--- src/verilog/emcsr_defs.svh ---
/*
  constants of the energy manager configuration and status register bank:
  byte offsets, field positions and reset values.
  assumes it is included by bare name from the design modules.
*/
`ifndef EMCSR_DEFS_SVH
`define EMCSR_DEFS_SVH

// register byte offsets
`define EMCSR_A_ENERGY_MSB 8'h01
`define EMCSR_A_ENERGY_B2 8'h02
`define EMCSR_A_ENERGY_B3 8'h03
`define EMCSR_A_ENERGY_LSB 8'h04
`define EMCSR_A_STORE_V 8'h05
`define EMCSR_A_CHG_TARGET 8'h06
`define EMCSR_A_PROF_UPPER 8'h07
`define EMCSR_A_MODE_PROF_LO 8'h08
`define EMCSR_A_CHG_OUT_CFG 8'h0A
`define EMCSR_A_EW_CFG 8'h0B
`define EMCSR_A_MARGIN_CFG 8'h0D

// field positions
`define EMCSR_F_EW_THR 3:0
`define EMCSR_F_EW_EN 4
`define EMCSR_F_HIZ 4
`define EMCSR_F_PROF_UPPER 1:0
`define EMCSR_F_PROF_LO 7:4
`define EMCSR_F_MARGIN 1:0

// reset values
`define EMCSR_R_EW_THR 4'h0
`define EMCSR_R_EW_EN 1'b0
`define EMCSR_R_HIZ 1'b0
`define EMCSR_R_PROF_UPPER 2'h0
`define EMCSR_R_PROF_LO 4'h0
`define EMCSR_R_MARGIN 2'h3
`define EMCSR_R_BYTE 8'h00
`define EMCSR_R_FIXED 1'b1

// fixed mode profile number
`define EMCSR_PROF_FIXED 6'h00

`endif

--- src/verilog/emcsr_pkg.sv ---
/*
  types of the energy manager register bank: device states and the
  structs that carry host accesses and configuration outputs.
  assumes emcsr_defs.svh is on the include path.
*/
package emcsr_pkg;
  // power state of the surrounding device
  typedef enum logic [1:0] {
    emcsr_idle_hold_state,
    emcsr_charge_state,
    emcsr_active_state
  } emcsr_dev_state_t;

  // one byte access from the serial configuration port
  typedef struct packed {
    logic wr; // write strobe, one cycle
    logic rd; // read strobe, one cycle
    logic [7:0] addr; // register byte offset
    logic [7:0] wdata; // write byte
  } emcsr_host_req_t;

  // settings handed to the analog and optimizer logic
  typedef struct packed {
    logic [3:0] ew_threshold; // early warning threshold code
    logic ew_enable; // early warning comparator on
    logic pulse_output_hiz; // pulse output pin high impedance
    logic [5:0] profile; // optimizer profile number
    logic fixed_mode; // profile zero, no learning
    logic fixed_eoc_applies; // fixed end-of-charge governs
    logic [1:0] opt_margin; // optimizer margin code
  } emcsr_cfg_t;
endpackage

--- src/verilog/emcsr_energy_acc.sv ---
/*
  32-bit consumed-energy accumulator behind the fuel gauge result.
  assumes increments arrive as one-cycle pulses from the metering logic
  and charge_start is a one-cycle pulse at the start of each charge.
*/
`timescale 1ns/1ps
`include "emcsr_defs.svh"
module emcsr_energy_acc #(
  parameter int ACC_W = 32,
  parameter int INC_W = 16
) (
  input wire logic core_clk,
  input wire logic reset_n,
  input wire logic charge_start,
  input wire logic inc_valid,
  input wire logic [INC_W-1:0] inc_amount,
  output logic [ACC_W-1:0] energy_q
);
  typedef struct packed {
    logic [ACC_W-1:0] energy; // running result
  } emcsr_acc_st_t;

  emcsr_acc_st_t st_q; // registered state
  emcsr_acc_st_t st_d; // next state

  // clear wins the start of a charge; an increment in that cycle opens the
  // new count so no measured energy is dropped
  always_comb begin
    st_d = st_q;
    if (charge_start) begin
      st_d.energy = inc_valid ? ACC_W'(inc_amount) : '0;
    end else if (inc_valid) begin
      st_d.energy = st_q.energy + ACC_W'(inc_amount); // wraps, as a counter
    end
  end

  // sync reset, result reads zero until first measurement
  always_ff @(posedge core_clk) begin
    if (!reset_n) begin
      st_q <= '0;
    end else begin
      st_q <= st_d;
    end
  end

  assign energy_q = st_q.energy;
endmodule

--- src/verilog/emcsr_vstatus.sv ---
/*
  storage-voltage and charge-target status codes.
  assumes the comparator ladder delivers 5-bit monotonic codes and the
  device state comes from the charger state machine.
*/
`timescale 1ns/1ps
`include "emcsr_defs.svh"
module emcsr_vstatus #(
  parameter int CODE_W = 5
) (
  input wire logic core_clk,
  input wire logic reset_n,
  input wire emcsr_pkg::emcsr_dev_state_t dev_state,
  input wire logic charge_start,
  input wire logic [CODE_W-1:0] store_v_code,
  input wire logic [CODE_W-1:0] chg_target_code,
  output logic [CODE_W-1:0] store_v_q,
  output logic [CODE_W-1:0] chg_target_q
);
  typedef struct packed {
    logic [CODE_W-1:0] store_v; // measured storage voltage code
    logic [CODE_W-1:0] chg_target; // end-of-charge code in use
  } emcsr_vs_st_t;

  emcsr_vs_st_t st_q; // registered state
  emcsr_vs_st_t st_d; // next state

  // track only while charging or active; leakage in idle hold is not shown
  always_comb begin
    st_d = st_q;
    if (dev_state != emcsr_pkg::emcsr_idle_hold_state) begin
      st_d.store_v = store_v_code;
    end
    if (charge_start) begin
      st_d.chg_target = chg_target_code;
    end
  end

  // sync reset to code zero, the lowest voltage
  always_ff @(posedge core_clk) begin
    if (!reset_n) begin
      st_q <= '0;
    end else begin
      st_q <= st_d;
    end
  end

  assign store_v_q = st_q.store_v;
  assign chg_target_q = st_q.chg_target;
endmodule

--- src/verilog/emcsr_regs.sv ---
/*
  energy manager configuration and status register bank, top level.
  holds the writable settings, decodes host byte accesses and returns
  read data one cycle after a read strobe.
  assumes the serial port front end delivers one-cycle byte strobes
  synchronous to core_clk, and the charger supplies state and codes.
*/
`timescale 1ns/1ps
`include "emcsr_defs.svh"
module emcsr_regs #(
  parameter int INC_W = 16,
  parameter int CODE_W = 5
) (
  input wire logic core_clk,
  input wire logic reset_n,
  input wire emcsr_pkg::emcsr_host_req_t host_req,
  output logic [7:0] rd_data,
  output logic rd_valid,
  input wire emcsr_pkg::emcsr_dev_state_t dev_state,
  input wire logic energy_inc_valid,
  input wire logic [INC_W-1:0] energy_inc,
  input wire logic [CODE_W-1:0] store_v_code,
  input wire logic [CODE_W-1:0] chg_target_code,
  output emcsr_pkg::emcsr_cfg_t cfg
);
  // whole state of the bank outside the u_acc and u_vs submodules
  typedef struct packed {
    logic [3:0] ew_thr; // early warning threshold code
    logic ew_en; // early warning enable
    logic hiz_sel; // pulse output high impedance select
    logic [1:0] prof_upper; // profile bits 5:4
    logic [3:0] prof_lo; // profile bits 3:0
    logic [1:0] margin; // optimizer margin code
    logic hiz_out; // hiz gated by state
    logic fixed; // profile is zero
    logic [7:0] rdata; // read answer
    logic rvalid; // read answer strobe
    emcsr_pkg::emcsr_dev_state_t prev_state; // for charge start edge
  } emcsr_top_st_t;

  emcsr_top_st_t st_q; // registered state
  emcsr_top_st_t st_d; // next state
  logic charge_start; // first cycle of charge state
  logic [31:0] energy; // fuel gauge result
  logic [CODE_W-1:0] store_v; // storage voltage status
  logic [CODE_W-1:0] chg_target; // charge target status

  // byte select of the 32-bit result, msb first
  function automatic logic [7:0] energy_byte(input logic [31:0] e, input logic [1:0] idx);
    energy_byte = e[31 - 8*idx -: 8];
  endfunction

  // a charge cycle starts on entry into the charge state
  assign charge_start = (dev_state == emcsr_pkg::emcsr_charge_state) &&
                        (st_q.prev_state != emcsr_pkg::emcsr_charge_state);

  // fuel gauge accumulator
  emcsr_energy_acc #(
    .ACC_W(32),
    .INC_W(INC_W)
  ) u_acc (
    .core_clk(core_clk),
    .reset_n(reset_n),
    .charge_start(charge_start),
    .inc_valid(energy_inc_valid),
    .inc_amount(energy_inc),
    .energy_q(energy)
  );

  // voltage status codes
  emcsr_vstatus #(
    .CODE_W(CODE_W)
  ) u_vs (
    .core_clk(core_clk),
    .reset_n(reset_n),
    .dev_state(dev_state),
    .charge_start(charge_start),
    .store_v_code(store_v_code),
    .chg_target_code(chg_target_code),
    .store_v_q(store_v),
    .chg_target_q(chg_target)
  );

  // writes, reads and derived outputs
  always_comb begin
    st_d = st_q;
    st_d.prev_state = dev_state;
    st_d.rvalid = host_req.rd;
    // write decode; unmapped offsets are ignored
    if (host_req.wr) begin
      unique case (host_req.addr)
        `EMCSR_A_EW_CFG: begin
          st_d.ew_thr = host_req.wdata[`EMCSR_F_EW_THR];
          st_d.ew_en = host_req.wdata[`EMCSR_F_EW_EN];
        end
        `EMCSR_A_CHG_OUT_CFG: begin
          st_d.hiz_sel = host_req.wdata[`EMCSR_F_HIZ];
        end
        `EMCSR_A_PROF_UPPER: begin
          st_d.prof_upper = host_req.wdata[`EMCSR_F_PROF_UPPER];
        end
        `EMCSR_A_MODE_PROF_LO: begin
          st_d.prof_lo = host_req.wdata[`EMCSR_F_PROF_LO];
        end
        `EMCSR_A_MARGIN_CFG: begin
          st_d.margin = host_req.wdata[`EMCSR_F_MARGIN];
        end
        default: begin
          st_d.ew_thr = st_q.ew_thr; // no writable register behind this offset
        end
      endcase
    end
    // read decode; write-only and unmapped offsets answer zero
    st_d.rdata = st_q.rdata;
    if (host_req.rd) begin
      unique case (host_req.addr)
        `EMCSR_A_ENERGY_MSB: st_d.rdata = energy_byte(energy, 2'h0);
        `EMCSR_A_ENERGY_B2: st_d.rdata = energy_byte(energy, 2'h1);
        `EMCSR_A_ENERGY_B3: st_d.rdata = energy_byte(energy, 2'h2);
        `EMCSR_A_ENERGY_LSB: st_d.rdata = energy_byte(energy, 2'h3);
        `EMCSR_A_STORE_V: st_d.rdata = 8'(store_v);
        `EMCSR_A_CHG_TARGET: st_d.rdata = 8'(chg_target);
        default: st_d.rdata = `EMCSR_R_BYTE;
      endcase
    end
    // high impedance only in idle hold and active; charge keeps it driven
    st_d.hiz_out = st_d.hiz_sel &&
                   (dev_state != emcsr_pkg::emcsr_charge_state);
    // zero profile means fixed mode and the fixed end-of-charge setting
    st_d.fixed = ({st_d.prof_upper, st_d.prof_lo} == `EMCSR_PROF_FIXED);
  end

  // sync reset to documented defaults
  always_ff @(posedge core_clk) begin
    if (!reset_n) begin
      st_q.ew_thr <= `EMCSR_R_EW_THR;
      st_q.ew_en <= `EMCSR_R_EW_EN;
      st_q.hiz_sel <= `EMCSR_R_HIZ;
      st_q.prof_upper <= `EMCSR_R_PROF_UPPER;
      st_q.prof_lo <= `EMCSR_R_PROF_LO;
      st_q.margin <= `EMCSR_R_MARGIN;
      st_q.hiz_out <= `EMCSR_R_HIZ;
      st_q.fixed <= `EMCSR_R_FIXED;
      st_q.rdata <= `EMCSR_R_BYTE;
      st_q.rvalid <= 1'b0;
      st_q.prev_state <= emcsr_pkg::emcsr_idle_hold_state;
    end else begin
      st_q <= st_d;
    end
  end

  // outputs straight from flops
  assign rd_data = st_q.rdata;
  assign rd_valid = st_q.rvalid;
  assign cfg.ew_threshold = st_q.ew_thr;
  assign cfg.ew_enable = st_q.ew_en;
  assign cfg.pulse_output_hiz = st_q.hiz_out;
  assign cfg.profile = {st_q.prof_upper, st_q.prof_lo};
  assign cfg.fixed_mode = st_q.fixed;
  assign cfg.fixed_eoc_applies = st_q.fixed;
  assign cfg.opt_margin = st_q.margin;

  // checks
  property p_ew_write;
    @(posedge core_clk) disable iff (!reset_n)
      host_req.wr && host_req.addr == `EMCSR_A_EW_CFG |=>
        cfg.ew_threshold == $past(host_req.wdata[`EMCSR_F_EW_THR]);
  endproperty
  a_ew_write: assert property (p_ew_write) else $error("threshold not taken");

  property p_ew_enable;
    @(posedge core_clk) disable iff (!reset_n)
      host_req.wr && host_req.addr == `EMCSR_A_EW_CFG |=>
        cfg.ew_enable == $past(host_req.wdata[`EMCSR_F_EW_EN]);
  endproperty
  a_ew_enable: assert property (p_ew_enable) else $error("enable not taken");

  property p_hiz;
    @(posedge core_clk) disable iff (!reset_n)
      cfg.pulse_output_hiz |-> $past(dev_state) != emcsr_pkg::emcsr_charge_state;
  endproperty
  a_hiz: assert property (p_hiz) else $error("hiz during charge");

  property p_prof_low;
    @(posedge core_clk) disable iff (!reset_n)
      host_req.wr && host_req.addr == `EMCSR_A_MODE_PROF_LO |=>
        cfg.profile[3:0] == $past(host_req.wdata[`EMCSR_F_PROF_LO]);
  endproperty
  a_prof_low: assert property (p_prof_low) else $error("profile low wrong");

  property p_fixed;
    @(posedge core_clk) disable iff (!reset_n)
      cfg.fixed_mode == (cfg.profile == `EMCSR_PROF_FIXED) && cfg.fixed_eoc_applies == cfg.fixed_mode;
  endproperty
  a_fixed: assert property (p_fixed) else $error("fixed mode mismatch");

  property p_margin;
    @(posedge core_clk) disable iff (!reset_n)
      host_req.wr && host_req.addr == `EMCSR_A_MARGIN_CFG |=>
        cfg.opt_margin == $past(host_req.wdata[`EMCSR_F_MARGIN]);
  endproperty
  a_margin: assert property (p_margin) else $error("margin not taken");

  property p_rd_lsb;
    @(posedge core_clk) disable iff (!reset_n)
      host_req.rd && host_req.addr == `EMCSR_A_ENERGY_LSB |=>
        rd_valid && rd_data == $past(energy[7:0]);
  endproperty
  a_rd_lsb: assert property (p_rd_lsb) else $error("energy lsb wrong");

  property p_clear;
    @(posedge core_clk) disable iff (!reset_n)
      charge_start && !energy_inc_valid |=> energy == 32'h00000000;
  endproperty
  a_clear: assert property (p_clear) else $error("energy not cleared");

  property p_hold;
    @(posedge core_clk) disable iff (!reset_n)
      dev_state == emcsr_pkg::emcsr_idle_hold_state |=> $stable(store_v);
  endproperty
  a_hold: assert property (p_hold) else $error("status moved in idle");

  property p_target;
    @(posedge core_clk) disable iff (!reset_n)
      charge_start |=> chg_target == $past(chg_target_code);
  endproperty
  a_target: assert property (p_target) else $error("target not loaded");

  // both upper profile bits land together
  property p_prof_upper;
    @(posedge core_clk) disable iff (!reset_n)
      host_req.wr && host_req.addr == `EMCSR_A_PROF_UPPER |=>
        cfg.profile[5:4] == $past(host_req.wdata[`EMCSR_F_PROF_UPPER]);
  endproperty
  a_prof_upper: assert property (p_prof_upper) else $error("profile upper wrong");

  // most significant energy byte sits at the lowest offset
  property p_rd_msb;
    @(posedge core_clk) disable iff (!reset_n)
      host_req.rd && host_req.addr == `EMCSR_A_ENERGY_MSB |=>
        rd_valid && rd_data == $past(energy[31:24]);
  endproperty
  a_rd_msb: assert property (p_rd_msb) else $error("energy msb wrong");

  // one answer strobe per read strobe, never a spare one
  property p_rd_valid;
    @(posedge core_clk) disable iff (!reset_n)
      rd_valid == $past(host_req.rd);
  endproperty
  a_rd_valid: assert property (p_rd_valid) else $error("read strobe mismatch");

  // a write to the energy msb byte must not disturb threshold, profile or margin
  property p_ro_write;
    @(posedge core_clk) disable iff (!reset_n)
      host_req.wr && host_req.addr == `EMCSR_A_ENERGY_MSB |=>
        $stable(cfg.ew_threshold) && $stable(cfg.profile) && $stable(cfg.opt_margin);
  endproperty
  a_ro_write: assert property (p_ro_write) else $error("read-only write took effect");

  // outside charge the pulse output follows the stored select bit
  property p_hiz_follow;
    @(posedge core_clk) disable iff (!reset_n)
      dev_state != emcsr_pkg::emcsr_charge_state |=> cfg.pulse_output_hiz == st_q.hiz_sel;
  endproperty
  a_hiz_follow: assert property (p_hiz_follow) else $error("hiz select ignored");

  // charging or active: status tracks the ladder one cycle late
  property p_track;
    @(posedge core_clk) disable iff (!reset_n)
      dev_state != emcsr_pkg::emcsr_idle_hold_state |=> store_v == $past(store_v_code);
  endproperty
  a_track: assert property (p_track) else $error("storage status not tracking");

  // storage code reads back with the upper bits zero
  property p_rd_store_v;
    @(posedge core_clk) disable iff (!reset_n)
      host_req.rd && host_req.addr == `EMCSR_A_STORE_V |=>
        rd_data == 8'($past(store_v));
  endproperty
  a_rd_store_v: assert property (p_rd_store_v) else $error("storage read wrong");

  // target code reads back in the same code space
  property p_rd_target;
    @(posedge core_clk) disable iff (!reset_n)
      host_req.rd && host_req.addr == `EMCSR_A_CHG_TARGET |=>
        rd_data == 8'($past(chg_target));
  endproperty
  a_rd_target: assert property (p_rd_target) else $error("target read wrong");

  // target moves only at charge start, later ladder changes are ignored
  property p_target_hold;
    @(posedge core_clk) disable iff (!reset_n)
      !charge_start |=> $stable(chg_target);
  endproperty
  a_target_hold: assert property (p_target_hold) else $error("target moved");

  // main scenarios: charge entry, optimizer profile, hiz, reads, frozen status
  c_charge: cover property (@(posedge core_clk) disable iff (!reset_n) charge_start);
  c_opt: cover property (@(posedge core_clk) disable iff (!reset_n) !cfg.fixed_mode);
  c_hiz: cover property (@(posedge core_clk) disable iff (!reset_n) cfg.pulse_output_hiz);
  c_read: cover property (@(posedge core_clk) disable iff (!reset_n) rd_valid);
  c_freeze: cover property (@(posedge core_clk) disable iff (!reset_n)
    dev_state == emcsr_pkg::emcsr_idle_hold_state && store_v_code != store_v);
endmodule

--- config.mk ---
export PLATFORM = sky130hd
export DESIGN_NAME = emcsr_regs
export DESIGN_NICKNAME = d
export VERILOG_FILES = /design/src/verilog/emcsr_pkg.sv /design/src/verilog/emcsr_energy_acc.sv /design/src/verilog/emcsr_vstatus.sv /design/src/verilog/emcsr_regs.sv
export VERILOG_INCLUDE_DIRS = /design/src /design/src/verilog
export SDC_FILE = /design/constraint.sdc
export NUM_CORES = 1
export LEC_CHECK = 0
export BUFFER_PORTS_ARGS = -buffer_cell sky130_fd_sc_hd__buf_4
export CAP_MARGIN = 25
export CORE_MARGIN = 3
export CORE_UTILIZATION = 45
export DETAILED_ROUTE_END_ITERATION = 10
export PLACE_DENSITY_LB_ADDON = 0.12
export SYNTH_ARGS = -nofsm -noshare
export SYNTH_HDL_FRONTEND = slang
export SYNTH_HIERARCHICAL = 1
export SYNTH_SLANG_ARGS = --single-unit
--- constraint.sdc ---
create_clock -name core_clk -period 3.37 [get_ports core_clk]
set_input_delay 0.674 -clock core_clk [delete_from_list [all_inputs] [get_ports core_clk]]
set_output_delay 0.674 -clock core_clk [all_outputs]
set_load 0.05 [all_outputs]
# Word-level counts from Yosys, hierarchy flattened
# Cells that the tools add are included.
[word_totals]
reg_bits = 69
[op_classes]
add_sub_neg = 1
eq_ne = 14
muxes = 9
n_reduce_logical = 7
[ops]
columns = ["op", "count"]
rows = [
  ["32-bit two-way mux", 2],
  ["8-bit one-hot mux with 6 select lines", 1],
  ["32-bit by 16-bit adder with 32-bit output", 1],
  ["8-bit by 3-bit equality test with 1-bit output (second input constant)", 4],
  ["8-bit by 4-bit equality test with 1-bit output (second input constant)", 4],
  ["8-bit by 2-bit equality test with 1-bit output (second input constant)", 2],
  ["16-bit two-way mux", 1],
  ["9-bit two-way mux", 1],
  ["8-bit by 1-bit equality test with 1-bit output (second input constant)", 1],
  ["6-bit logical NOT", 1],
  ["2-bit two-way mux", 2],
  ["4-bit two-way mux", 1],
  ["2-bit by 1-bit != test with 1-bit output (second input constant)", 2],
  ["2-bit AND reduction", 2],
  ["2-bit nonzero test", 2],
  ["2-bit by 1-bit equality test with 1-bit output (second input constant)", 1],
  ["1-bit logical AND", 2],
  ["1-bit two-way mux", 1],
]

# Longest topological paths before layout
# Gate-level depths: netlist (run 1).
[depth]
depth_word = 4
depth_mapped = 10
depth_no_buf = 9

# Cells and area by module
# Netlist (run 1), hierarchy kept.
[modules_own_cells]
columns = ["mod", "instances", "cells_per_inst", "area_per_inst_um2", "seq_area_each_um2"]
rows = [
  ["emcsr_energy_acc", 1, 275, 2195.9, 640.6],
  ["emcsr_regs", 1, 177, 1642.8, 540.5],
  ["emcsr_vstatus", 1, 38, 387.9, 200.2],
]

# Worst setup path after synthesis (run 1)
# OpenSTA, ideal clock, no wires.
[synth_timing]
kind = "input port to flip-flop"
startpoint = "in energy_inc[0]"
endpoint = "reg u_acc.st_q, in the netlist u_acc/energy_q[12]"
arrival_ns = 2.563
t_required_ns = 3.248
slack_ns = 0.685
path_stages = 9
path_buffers = 0
path_cell_list = "ha_1 fa_1 a21o_1 a221oi_2 o21ai_2 a221o_1 a21oi_1 xor2_1 o21ai_0"
[synth_between]
elab_chain_cells = 3
[synth_lines]
columns = ["item", "line", "rtl"]
rows = [
  ["from (decl)", "emcsr_regs.sv:21", "input wire logic [INC_W-1:0] energy_inc,"],
  ["32-bit by 16-bit adder with 32-bit output", "emcsr_energy_acc.sv:33", "st_d.energy = st_q.energy + ACC_W'(inc_amount);"],
  ["32-bit two-way mux", "emcsr_energy_acc.sv:32", "end else if (inc_valid) begin"],
  ["32-bit two-way mux", "emcsr_energy_acc.sv:30", "if (charge_start) begin"],
  ["to (signal assigned)", "emcsr_energy_acc.sv:42", "st_q <= st_d;"],
  ["to (decl)", "emcsr_energy_acc.sv:23", "emcsr_acc_st_t st_q;"],
]
# Every way passes these cells. The select of a mux whose other input is x is not followed.
# A chain may end at the register's enable or synchronous reset.

# Final worst setup path (run 1)
# Ends and elaborated chain as after synthesis.

==> out/results.txt, run 1 <==
CP bufs+invs = 1
Layout fillers = 890
Crit end category = register
DRT iter0 DRCs = 154
Initial antenna violation count = 0
Worst setup startpoint = energy_inc[0]
Crit Path Max Fanout = 5
Final wirelength = 10.2 mm
Post-synthesis sequential area ratio = 0.327
Fin Hold WS = 0.451 ns
Area Growth Syn to Fin = 14.7%
Die area = 10600 um^2
Syn Inst Count = 490
CTS root buf = clkbuf_8
Crit path time final = 2.64 ns
Pwr dens = 418 nW/um^2
Vias = 3612
Status = finished, final reports clean
Worst r2r dst = u_acc/energy_q[12]$_SDFFE_PN0P_
Largest net degree at the start of global routing = 60
Yosys reg bits = 69
First-pass GRT wire length = 16.4 mm
H-tree Lvls = 3
First drt pass iteration count = 4
Vias per inst = 5.63
# rows = 34
Post-synthesis async set-or-reset flop share = 0
Setup Crit Path Kind = in2reg
Clk sink count = 69
Switch Pwr = 0.604 mW
FF-to-FF setup slack = 0.84 ns
Ports = 74
Comb pwr share = 0.229
FF-to-FF Start = u_acc/energy_q[0]$_SDFFE_PN0P_
Avg Inst Size Synth = 8.63 um^2
Buffers on Ports = 73
Syn Std Cell Area = 4230 um^2
Slew HR = 0.633
All-Layer GR Usage = 0.196
Max-slew violations = 0
Commonest non-fill, non-tap cell in the layout = buf_4
Final setup fails = 0
Fin. Hold Viols = 0
Worst-case reg-to-reg path depth = 9
Sequential share of power = 0.436
Worst Hold Class = reg2reg
Clock-pin slew on the worst setup and hold paths = 0.08 ns
Routed length per placed instance = 15.9 um
Termination of the worst setup path = u_acc/energy_q[12]$_SDFFE_PN0P_
Post-Layout Cell Count = 642
Switching share of power = 0.298
Vias in the first global route = 3392
Core area = 8930 um^2
Clock Skew = 0.0108 ns
Fmax = 378 MHz
Critical path launch point type = primary input
Die Ht = 103 um
Final RePlAce weighted congestion = 0.888
Ant. Diodes = 0
Syn. warnings = 6
Clock latency on the worst-skew pair = 0.34 ns
Number of post-CTS setup repair buffers = 0
Layout cells sized above 1 = 0.212
Unrepaired setup endpoints after global routing = no
Setup tns final = 0 ns
WP data arrival = 2.86 ns
Pint = 1.42 mW
Syn Nets = 556
CTS tree = done
Clock group share of total power = 0.335
Crit path cell chain = buf_4 -> ha_1 -> fa_1 -> a21o_1 -> a221oi_2 -> o21ai_2 -> a221o_1 -> a21oi_1 -> xor2_1 -> o21ai_0
Max Cap Viol = 0
Clock Tree Buf Depth = 2
DRC errors left = 0
Worst path max stage delay = 0.41 ns
Final net count = 595
Critical path depth in cells = 10
Post-Route Utilization = 0.543
Most frequent cells in the layout = buf_4, dfxtp_1, nand2_1, mux2i_1, nor2_1
Worst slew pin tran = 0.547 ns
Synth cell types = 58
P_leak = 1.95 nW
Width of the die = 103 um
Grt total ovfl = 0
Dominant synthesized flop cell = dfxtp_1
HPWL after DPL = 7.62 mm
Initial core utilization = 0.473
Clock buffer count from CTS = 9
Peak supply drop = 0.000187 V
Crit share post-route = 0.785
Post-synth EDFFs = 0
Dpl cells = 626
Cts repair resizes = 0
CP delay by family, top = compound AO/OA/AOI/OAI gates
Worst Path Required = 3.59 ns
Critical-path top delay cell = fa_1
Hold buffer count at CTS = 0
ANT nets after route = 0
-- layer usage --
layer / GRT usage / routed length [um] / vias to the layer above / share of wire
li1: - / - / 1825 / -
met5: 0 / 0 / - / 0
met3: 0.0386 / 519 / 8 / 0.051
met2: 0.315 / 4620 / 97 / 0.45
met4: 0.0667 / 85 / 0 / 0.0083
met1: 0.263 / 4990 / 1682 / 0.49
-- metrics by stage --
step	setup WS, ns	total power [mW]	instance area [um^2]
finish	0.726	2.03	4850
global route	0.572	2.13	4850
CTS	0.755	2.04	4850
detailed placement	0.392	1.36	4650
global placement	0.416	1.35	4650
floorplan	0.685	1.22	4230
-- layout make-up --
cell class,instances,area [um^2],share of cell area
inverters,5,18.8,0.00387
clock buffers,11,141,0.0292
well taps,108,135,0.0279
repair buffers,76,571,0.118
clock inverters,5,60.1,0.0124
multi-input cells,368,2540,0.524
flip-flops and latches,69,1380,0.285
-- power groups by stage --
stage / clock (mW) / sequential, mW / combinational, mW
floorplan: 0 / 0.890 / 0.333
finish: 0.680 / 0.884 / 0.464
CTS: 0.696 / 0.883 / 0.462
global placement: 0 / 0.901 / 0.451
detailed placement: 0 / 0.902 / 0.460
global route: 0.730 / 0.890 / 0.511
-- flip-flops by register name, indices dropped and copies added (netlist names) --
name and cells:
u_acc/energy_q 32, cfg 15, rd_data 8, u_vs/chg_target_q 5
u_vs/store_v_q 5, st_q 3, rd_valid 1
-- logic make-up (layout without fill, tap and decap cells) --
logic type	Yosys count	count (layout)	synth area share
compound gates	115	115	0.184
mux	39	39	0.0947
buf+inv	53	97	0.0728
fa+ha+maj	17	17	0.0521
xor+xnor	21	21	0.0435
flops	69	69	0.327
simple gates	176	176	0.226
-- worst min-delay path by stage --
stage                                    from                              to  slack, ns  cells after the start
6_report       u_vs/store_v_q[3]$_SDFFE_PN0P_  u_vs/store_v_q[3]$_SDFFE_PN0P_       0.45                      2
5_1_grt        u_vs/store_v_q[3]$_SDFFE_PN0P_  u_vs/store_v_q[3]$_SDFFE_PN0P_       0.47                      2
4_1_cts        u_vs/store_v_q[3]$_SDFFE_PN0P_  u_vs/store_v_q[3]$_SDFFE_PN0P_       0.45                      2
3_5_place_dp   u_vs/store_v_q[3]$_SDFFE_PN0P_  u_vs/store_v_q[3]$_SDFFE_PN0P_       0.44                      2
3_3_place_gp   u_vs/store_v_q[1]$_SDFFE_PN0P_  u_vs/store_v_q[1]$_SDFFE_PN0P_       0.44                      2
2_1_floorplan  u_vs/store_v_q[0]$_SDFFE_PN0P_  u_vs/store_v_q[0]$_SDFFE_PN0P_       0.43                      2
-- worst register-to-register path, stage by stage (launching register included) --
cell	delay, ns
dfxtp_1	0.34
ha_1	0.21
fa_1	0.41
a21o_1	0.22
a221oi_2	0.33
o21ai_2	0.16
a221o_1	0.33
a21oi_1	0.18
xor2_1	0.15
o21ai_0	0.08
-- synth_stat cells, drive strengths merged (2+ instances only) --
library cell,count,area [um^2]
a31oi,3,18.8
o31ai,3,22.5
nand4,2,12.5
o21a,3,22.5
nor2,27,101
a21o,6,45.0
dfxtp,69,1380
and3,6,37.5
buf,35,240
and2,9,56.3
nand3b,6,45.0
xor2,13,114
or3,8,50.1
a22oi,8,60.1
nor4,7,58.8
clkbuf,13,48.8
nor2b,26,163
mux2i,31,310
nand2,51,191
inv,5,18.8
nand2b,3,18.8
a22o,9,78.8
and4,3,26.3
o211ai,10,75.1
mux2,8,90.1
ha,16,200
a222oi,2,20.0
or4,4,37.5
a21oi,26,130
a211oi,2,15.0
nor3,7,56.3
nand3,13,70.1
a221o,4,40.0
o21ai,31,163
xnor2,8,70.1
(Power assumes the default switching activity.)
==> run 2: changes to the inputs <==
--- a/config.mk
+++ b/config.mk
@@ -6,6 +6,7 @@
 export SDC_FILE = /design/constraint.sdc
 export NUM_CORES = 1
 export LEC_CHECK = 0
+export ABC_AREA = 1
 export BUFFER_PORTS_ARGS = -buffer_cell sky130_fd_sc_hd__buf_4
 export CAP_MARGIN = 25
 export CORE_MARGIN = 3
==> constraint.sdc (replaced) <==
create_clock -name core_clk -period 2.43 [get_ports core_clk]
set_input_delay 0.486 -clock core_clk [delete_from_list [all_inputs] [get_ports core_clk]]
set_output_delay 0.486 -clock core_clk [all_outputs]
set_load 0.05 [all_outputs]
==> out/results.txt, run 2 <==
Core area = 10000 um^2 (was 8930 um^2)
Ports = 74 (unchanged)
Setup tns final = 0 ns (unchanged)
Final RePlAce weighted congestion = 0.891 (was 0.888)
Final setup fails = 0 (unchanged)
Max-slew violations = 0 (unchanged)
Crit end category = register (unchanged)
First-pass GRT wire length = 21.0 mm (was 16.4 mm)
DRC errors left = 0 (unchanged)
Layout cells sized above 1 = 0.167 (was 0.212)
Syn Nets = 838 (was 556)
Critical path launch point type = register (was primary input)
Commonest non-fill, non-tap cell in the layout = nand2_1 (was buf_4)
Crit share post-route = 0.804
Most frequent cells in the layout = nand2_1, nor2_1, inv_1, buf_4 (was buf_4, dfxtp_1, nand2_1, mux2i_1, nor2_1)
Post-synthesis sequential area ratio = 0.291 (was 0.327)
DRT iter0 DRCs = 301 (was 154)
Post-synthesis async set-or-reset flop share = 0 (unchanged)
Final net count = 889 (was 595)
Count leader, synth = nand2_1 (was dfxtp_1)
Post-Route Utilization = 0.547 (was 0.543)
ANT nets after route = 0 (unchanged)
Worst r2r dst = u_acc/energy_q[18]$_SDFFE_PN0P_ (was u_acc/energy_q[12]$_SDFFE_PN0P_)
Crit path time final = 1.95 ns
HPWL after DPL = 10.1 mm (was 7.62 mm)
Worst Path Required = 2.68 ns (was 3.59 ns)
FF-to-FF Start = u_acc/energy_q[0]$_SDFFE_PN0P_ (unchanged)
Layout fillers = 1045 (was 890)
WP data arrival = 2.20 ns (was 2.86 ns)
Vias in the first global route = 4450 (was 3392)
Peak supply drop = 0.000271 V (was 0.000187 V)
Worst hold start = chg_target_code[3] (was u_vs/store_v_q[3]$_SDFFE_PN0P_)
Max reg flops = 32 (unchanged)
Worst Hold Class = in2reg (was reg2reg)
Number of post-CTS setup repair buffers = 0 (unchanged)
Clock latency on the worst-skew pair = 0.35 ns (was 0.34 ns)
Final setup margin = 0.475 ns (was 0.726 ns)
Max Cap Viol = 0 (unchanged)
Avg Inst Size Synth = 6.15 um^2 (was 8.63 um^2)
Post-synth EDFFs = 0 (unchanged)
Pwr dens = 534 nW/um^2 (was 418 nW/um^2)
Worst slew pin tran = 0.539 ns (was 0.547 ns)
# rows = 36 (was 34)
Yosys top cell area share = 0.291 (was 0.327)
Dominant synthesized flop cell = dfxtp_1 (unchanged)
All-Layer GR Usage = 0.225 (was 0.196)
Setup Crit Path Kind = reg2reg (was in2reg)
Fin. Hold Viols = 0 (unchanged)
Vias per inst = 5.15 (was 5.63)
Hold Path End = u_vs/chg_target_q[3]$_SDFFE_PN0P_ (was u_vs/store_v_q[3]$_SDFFE_PN0P_)
Yosys reg bits = 69 (unchanged)
Initial core utilization = 0.475 (was 0.473)
Syn Inst Count = 772 (was 490)
Top post-synthesis cells by count = nand2_1, nor2_1, inv_1 (was dfxtp_1, nand2_1, mux2i_1)
Fmax = 512 MHz
Die Ht = 109 um (was 103 um)
P_leak = 2.72 nW (was 1.95 nW)
CTS root buf = clkbuf_8 (unchanged)
CTS tree = done (unchanged)
Slew HR = 0.640 (was 0.633)
Cts repair resizes = 0 (unchanged)
Grt total ovfl = 0 (unchanged)
Routed length per placed instance = 13.4 um (was 15.9 um)
Final wirelength = 12.9 mm (was 10.2 mm)
Vias = 4946 (was 3612)
Clock Skew = 0.00764 ns (was 0.0108 ns)
Clk sink count = 69 (unchanged)
Largest net degree at the start of global routing = 29 (was 60)
First drt pass iteration count = 5 (was 4)
Ant. Diodes = 0 (unchanged)
Buffers on Ports = 73 (unchanged)
Clock buffer count from CTS = 9 (unchanged)
H-tree Lvls = 3 (unchanged)
Fin Hold WS = 0.357 ns (was 0.451 ns)
FF-to-FF setup slack = 0.48 ns (was 0.84 ns)
Syn Std Cell Area = 4750 um^2 (was 4230 um^2)
Width of the die = 109 um (was 103 um)
Worst-case reg-to-reg path depth = 12 (was 9)
Hold buffer count at CTS = 0 (unchanged)
Status = finished, final reports clean (unchanged)
Initial antenna violation count = 0 (unchanged)
Die area = 11800 um^2 (was 10600 um^2)
Clock-pin slew on the worst setup and hold paths = 0.08 ns (about the same)
Syn. warnings = 6 (unchanged)
Synth cell types = 39 (was 58)
Synth area leaders = dfxtp_1, nand2_1, nor2_1 (was dfxtp_1, mux2i_1, ha_1)
Area Growth Syn to Fin = 15.3% (was 14.7%)
Worst hold stages = 3 (was 2)
Dpl ws = 0.232 ns (was 0.392 ns)
Clock Tree Buf Depth = 2 (unchanged)
Post-synth top area cell = dfxtp_1 (unchanged)
Crit Path Max Fanout = 4 (was 5)
Unrepaired setup endpoints after global routing = no (unchanged)
[run 2: cell types whose count changed after synthesis, sizes merged, moves of 27 or more]
cell / before / now
nand2: 51 / 239
nor2: 27 / 127
inv: 5 / 86
nand3: 13 / 75
mux2i: 31 / 0
a21oi: 26 / 53
[run 2: worst max path at each step]
stage,start,to,slack [ns],depth (start not counted)
after CTS,u_acc/energy_q[0]$_SDFFE_PN0P_,u_acc/energy_q[26]$_SDFFE_PN0P_,0.51,12
after detailed placement,energy_inc[0],u_acc/energy_q[26]$_SDFFE_PN0P_,0.23,13
after floorplan,energy_inc[0],u_acc/energy_q[16]$_SDFFE_PN0P_,0.51,11
after global routing,u_acc/energy_q[0]$_SDFFE_PN0P_,u_acc/energy_q[22]$_SDFFE_PN0P_,0.28,12
after global placement,energy_inc[0],u_acc/energy_q[26]$_SDFFE_PN0P_,0.27,14
final,u_acc/energy_q[0]$_SDFFE_PN0P_,u_acc/energy_q[18]$_SDFFE_PN0P_,0.48,12
[run 2: power breakdown]
part | internal (mW) | switching [mW] | total, mW
clock network | 0.608 | 0.466 | 1.07
registers | 1.18 | 0.0418 | 1.22
logic | 0.238 | 0.392 | 0.631
total | 2.02 | 0.900 | 2.92
[run 2: logic make-up after synthesis]
family	share of synthesized area
adders and majority gates	0.0464
xor gates and xnor gates	0.00738
and+or+nand+nor	0.438
buffers and inverters	0.124
DFF	0.291
AOI/OAI and AO/OA	0.0936
[run 2: layout make-up]
cell class / instances / area, um^2 / share of cell area
multi-input cells: 576 / 2780 / 0.507
well taps: 133 / 166 / 0.0304
inverters: 88 / 330 / 0.0604
flip-flops and latches: 69 / 1380 / 0.252
clock inverters: 5 / 83.8 / 0.0153
repair buffers: 79 / 593 / 0.108
clock buffers: 11 / 141 / 0.0258
[run 2: per-layer routing]
metal	wire length (um)	share of wire	vias up	global-route usage
met3	710	0.055	17	0.0320
met1	5880	0.46	2254	0.301
met5	0	0	-	0
met2	6020	0.47	140	0.375
li1	-	-	2535	-
met4	252	0.020	0	0.0694
[run 2: through the flow]
stage | std cells | power [mW] | area, um^2
after floorplan | 772 | 1.67 | 4750
after global placement | 943 | 1.86 | 5230
after detailed placement | 945 | 1.87 | 5250
after CTS | 961 | 2.95 | 5470
after global routing | 961 | 3.08 | 5470
final | 961 | 2.92 | 5470
[run 2: critical path: stages, from the launching register on]
cell      delay [ns]
dfxtp_1         0.34
ha_1            0.21
fa_1            0.40
nand2_1         0.08
nand2_1         0.07
nand3b_1        0.10
nand2_1         0.11
nand2_1         0.09
nand2_1         0.06
nand2_1         0.06
nand2_1         0.09
a21oi_1         0.15
nor2_1          0.06
==> run 3: changes to the inputs <==
==> constraint.sdc (replaced) <==
create_clock -name core_clk -period 2 [get_ports core_clk]
set_input_delay 0.4 -clock core_clk [delete_from_list [all_inputs] [get_ports core_clk]]
set_output_delay 0.4 -clock core_clk [all_outputs]
set_load 0.05 [all_outputs]
==> out/results.txt, run 3 (same netlist as run 2, synthesis figures left out) <==
H-tree Lvls = 3 (unchanged)
Max reg flops = 32 (unchanged)
DRT iter0 DRCs = 291 (was 301)
ANT nets after route = 0 (unchanged)
Vias = 4903 (was 4946)
Status = finished, final reports clean (unchanged)
Crit Path Max Fanout = 4 (unchanged)
Multi-input gate area = 2810 um^2 (was 2780 um^2)
Most frequent cells in the layout = nand2_1, nor2_1, buf_4, inv_1, nand3_1 (was nand2_1, nor2_1, inv_1, buf_4)
WP data arrival = 2.08 ns (was 2.20 ns)
Final non-filler cell area = 5570 um^2 (was 5470 um^2)
Critical-path top delay cell = fa_2 (was fa_1)
Crit end category = register (unchanged)
Area Growth Syn to Fin = 17.3% (was 15.3%)
Vias per inst = 5.03 (was 5.15)
Clock buffer count from CTS = 9 (unchanged)
Core area = 10000 um^2 (unchanged)
Crit path cell chain = ha_2 -> fa_2 -> nand2_1 -> nand2_1 -> nand3b_1 -> nand2_2 -> nand2_2 -> nand2_1 -> nand2_1 -> nand2_2 -> a21oi_2 -> nor2_1 (was ha_1 -> fa_1 -> nand2_1 -> nand2_1 -> nand3b_1 -> nand2_1 -> nand2_1 -> nand2_1 -> nand2_1 -> nand2_1 -> a21oi_1 -> nor2_1)
First drt pass iteration count = 5 (unchanged)
Ant. Diodes = 0 (unchanged)
Die area = 11800 um^2 (unchanged)
Comb pwr share = 0.244 (was 0.216)
Clock Skew = 0.00890 ns (was 0.00764 ns)
Die Ht = 109 um (unchanged)
Pwr dens = 602 nW/um^2 (was 534 nW/um^2)
Post-Layout Cell Count = 975 (was 961)
All-Layer GR Usage = 0.226 (was 0.225)
Clock-pin slew on the worst setup and hold paths = 0.09 ns (was 0.08 ns)
Initial core utilization = 0.475 (unchanged)
Worst path max stage delay = 0.35 ns (was 0.40 ns)
First-pass GRT wire length = 21.3 mm (was 21.0 mm)
Unrepaired setup endpoints after global routing = no (unchanged)
Final setup margin = 0.171 ns (was 0.475 ns)
CTS root buf = clkbuf_8 (unchanged)
Clock group share of total power = 0.315 (was 0.368)
Grt total ovfl = 0 (unchanged)
Crit path time final = 1.83 ns (was 1.95 ns)
Commonest non-fill, non-tap cell in the layout = nand2_1 (unchanged)
Crit share post-route = 0.914 (was 0.804)
Fin Hold WS = 0.262 ns (was 0.357 ns)
Layout cells sized above 1 = 0.194 (was 0.167)
Initial antenna violation count = 0 (unchanged)
P_leak = 2.77 nW (was 2.72 nW)
Final wirelength = 13.1 mm (was 12.9 mm)
Clock latency on the worst-skew pair = 0.35 ns (about the same)
Dpl ws = -0.142 ns (was 0.232 ns)
Final RePlAce weighted congestion = 0.869 (was 0.891)
Max-slew violations = 0 (unchanged)
Buffers on Ports = 73 (unchanged)
Dpl cells = 958 (was 945)
Post-DP Area = 5350 um^2 (was 5250 um^2)
Worst slew pin tran = 0.616 ns (was 0.539 ns)
Total power = 3.35 mW (was 2.92 mW)
Final setup fails = 0 (unchanged)
Pint = 2.21 mW (was 2.02 mW)
Hold buffer count at CTS = 0 (unchanged)
CTS tree = done (unchanged)
Vias in the first global route = 4563 (was 4450)
Fmax = 547 MHz (was 512 MHz)
Max Cap Viol = 0 (unchanged)
Width of the die = 109 um (unchanged)
Largest net degree at the start of global routing = 28 (was 29)
Clk sink count = 69 (unchanged)
CP bufs+invs = 0 (unchanged)
Layout fillers = 1061 (was 1045)
Peak supply drop = 0.000360 V (was 0.000271 V)
CP delay by family, top = simple AND/OR/NAND/NOR gates (unchanged)
Sequential standard cell area = 1380 um^2 (about the same)
Most frequent CP cell = nand2_1 (unchanged)
Ports = 74 (unchanged)
Routed length per placed instance = 13.4 um (about the same)
Slew HR = 0.588 (was 0.640)
Sequential share of power = 0.441 (was 0.417)
Fin. Hold Viols = 0 (unchanged)
Critical path launch point type = register (unchanged)
Final net count = 903 (was 889)
Switch Pwr = 1.14 mW (was 0.900 mW)
DRC errors left = 0 (unchanged)
Clock Tree Buf Depth = 2 (unchanged)
HPWL after DPL = 10.3 mm (was 10.1 mm)
Worst Hold Class = in2reg (unchanged)
Switching share of power = 0.340 (was 0.308)
# rows = 36 (unchanged)
Setup Crit Path Kind = reg2reg (unchanged)
Worst Path Required = 2.25 ns (was 2.68 ns)
## run 3: cell types whose count changed in the layout (fill, tap and decap cells not counted), moves of 2 or more
cell,previous run,this run
dfxtp_1,69,67
dfxtp_2,0,2
a21oi_2,2,5
clkinv_2,0,2
buf_6,0,2
nand2_1,230,227
a21oi_1,51,48
nand2_2,8,11
bufinv_16,2,0
buf_4,79,91
## run 3: stage by stage
| stage | util | setup TNS [ns] |
|---|---|---|
| floorplan | - | 0 |
| global placement | 0.533 | -0.494 |
| detailed placement | 0.535 | -1.05 |
| CTS | 0.553 | 0 |
| global route | 0.557 | 0 |
| finish | 0.557 | 0 |
## run 3: final timing paths
kind                                  startpoint                         endpoint  slack [ns]  cells after the start
setup / recovery  u_acc/energy_q[0]$_SDFFE_PN0P_  u_acc/energy_q[30]$_SDFFE_PN0P_        0.17                     12
hold / removal                      dev_state[1]               st_q[1]$_SDFF_PN0_        0.26                      3
setup reg to reg  u_acc/energy_q[0]$_SDFFE_PN0P_  u_acc/energy_q[30]$_SDFFE_PN0P_        0.17                     12
hold reg to reg          rd_data[5]$_SDFFE_PN0P_          rd_data[5]$_SDFFE_PN0P_        0.47                      2
## run 3: what timing repair did
action,4_1_cts,5_1_grt
endpoints found under the setup margin,0,14
resized for setup,0,11
setup buffers,0,1
## run 3: cell type report
class,count,area share
Timing Repair Buffer,93,0.127
Clock buffer,9,0.0222
Multi-Input combinational cell,576,0.504
Inverter,88,0.0593
Tap cell,133,0.0299
Clock inverter,7,0.00899
Sequential cell,69,0.249
## run 3: worst min-delay path, delay by kind of cell
family / cells / cell delay [ns]
buffers and inverters: 2 / 0.15
and+or+nand+nor: 1 / 0.05
## run 3: power by group through the flow
stage | Sequential (mW) | Clock (mW) | Combinational [mW]
floorplan | 1.49 | 0 | 0.539
detailed placement | 1.51 | 0 | 0.802
global route | 1.48 | 1.14 | 0.920
finish | 1.48 | 1.05 | 0.818
global placement | 1.51 | 0 | 0.784
CTS | 1.48 | 1.08 | 0.807
## run 3: routing by layer
| layer | vias to the layer above | wire [um] | part of all wire | GRT usage |
|---|---|---|---|---|
| li1 | 2563 | - | - | - |
| met1 | 2205 | 6100 | 0.47 | 0.301 |
| met2 | 118 | 6080 | 0.47 | 0.383 |
| met3 | 17 | 630 | 0.048 | 0.0266 |
| met4 | 0 | 246 | 0.019 | 0.0730 |
| met5 | - | 0 | 0 | 0 |
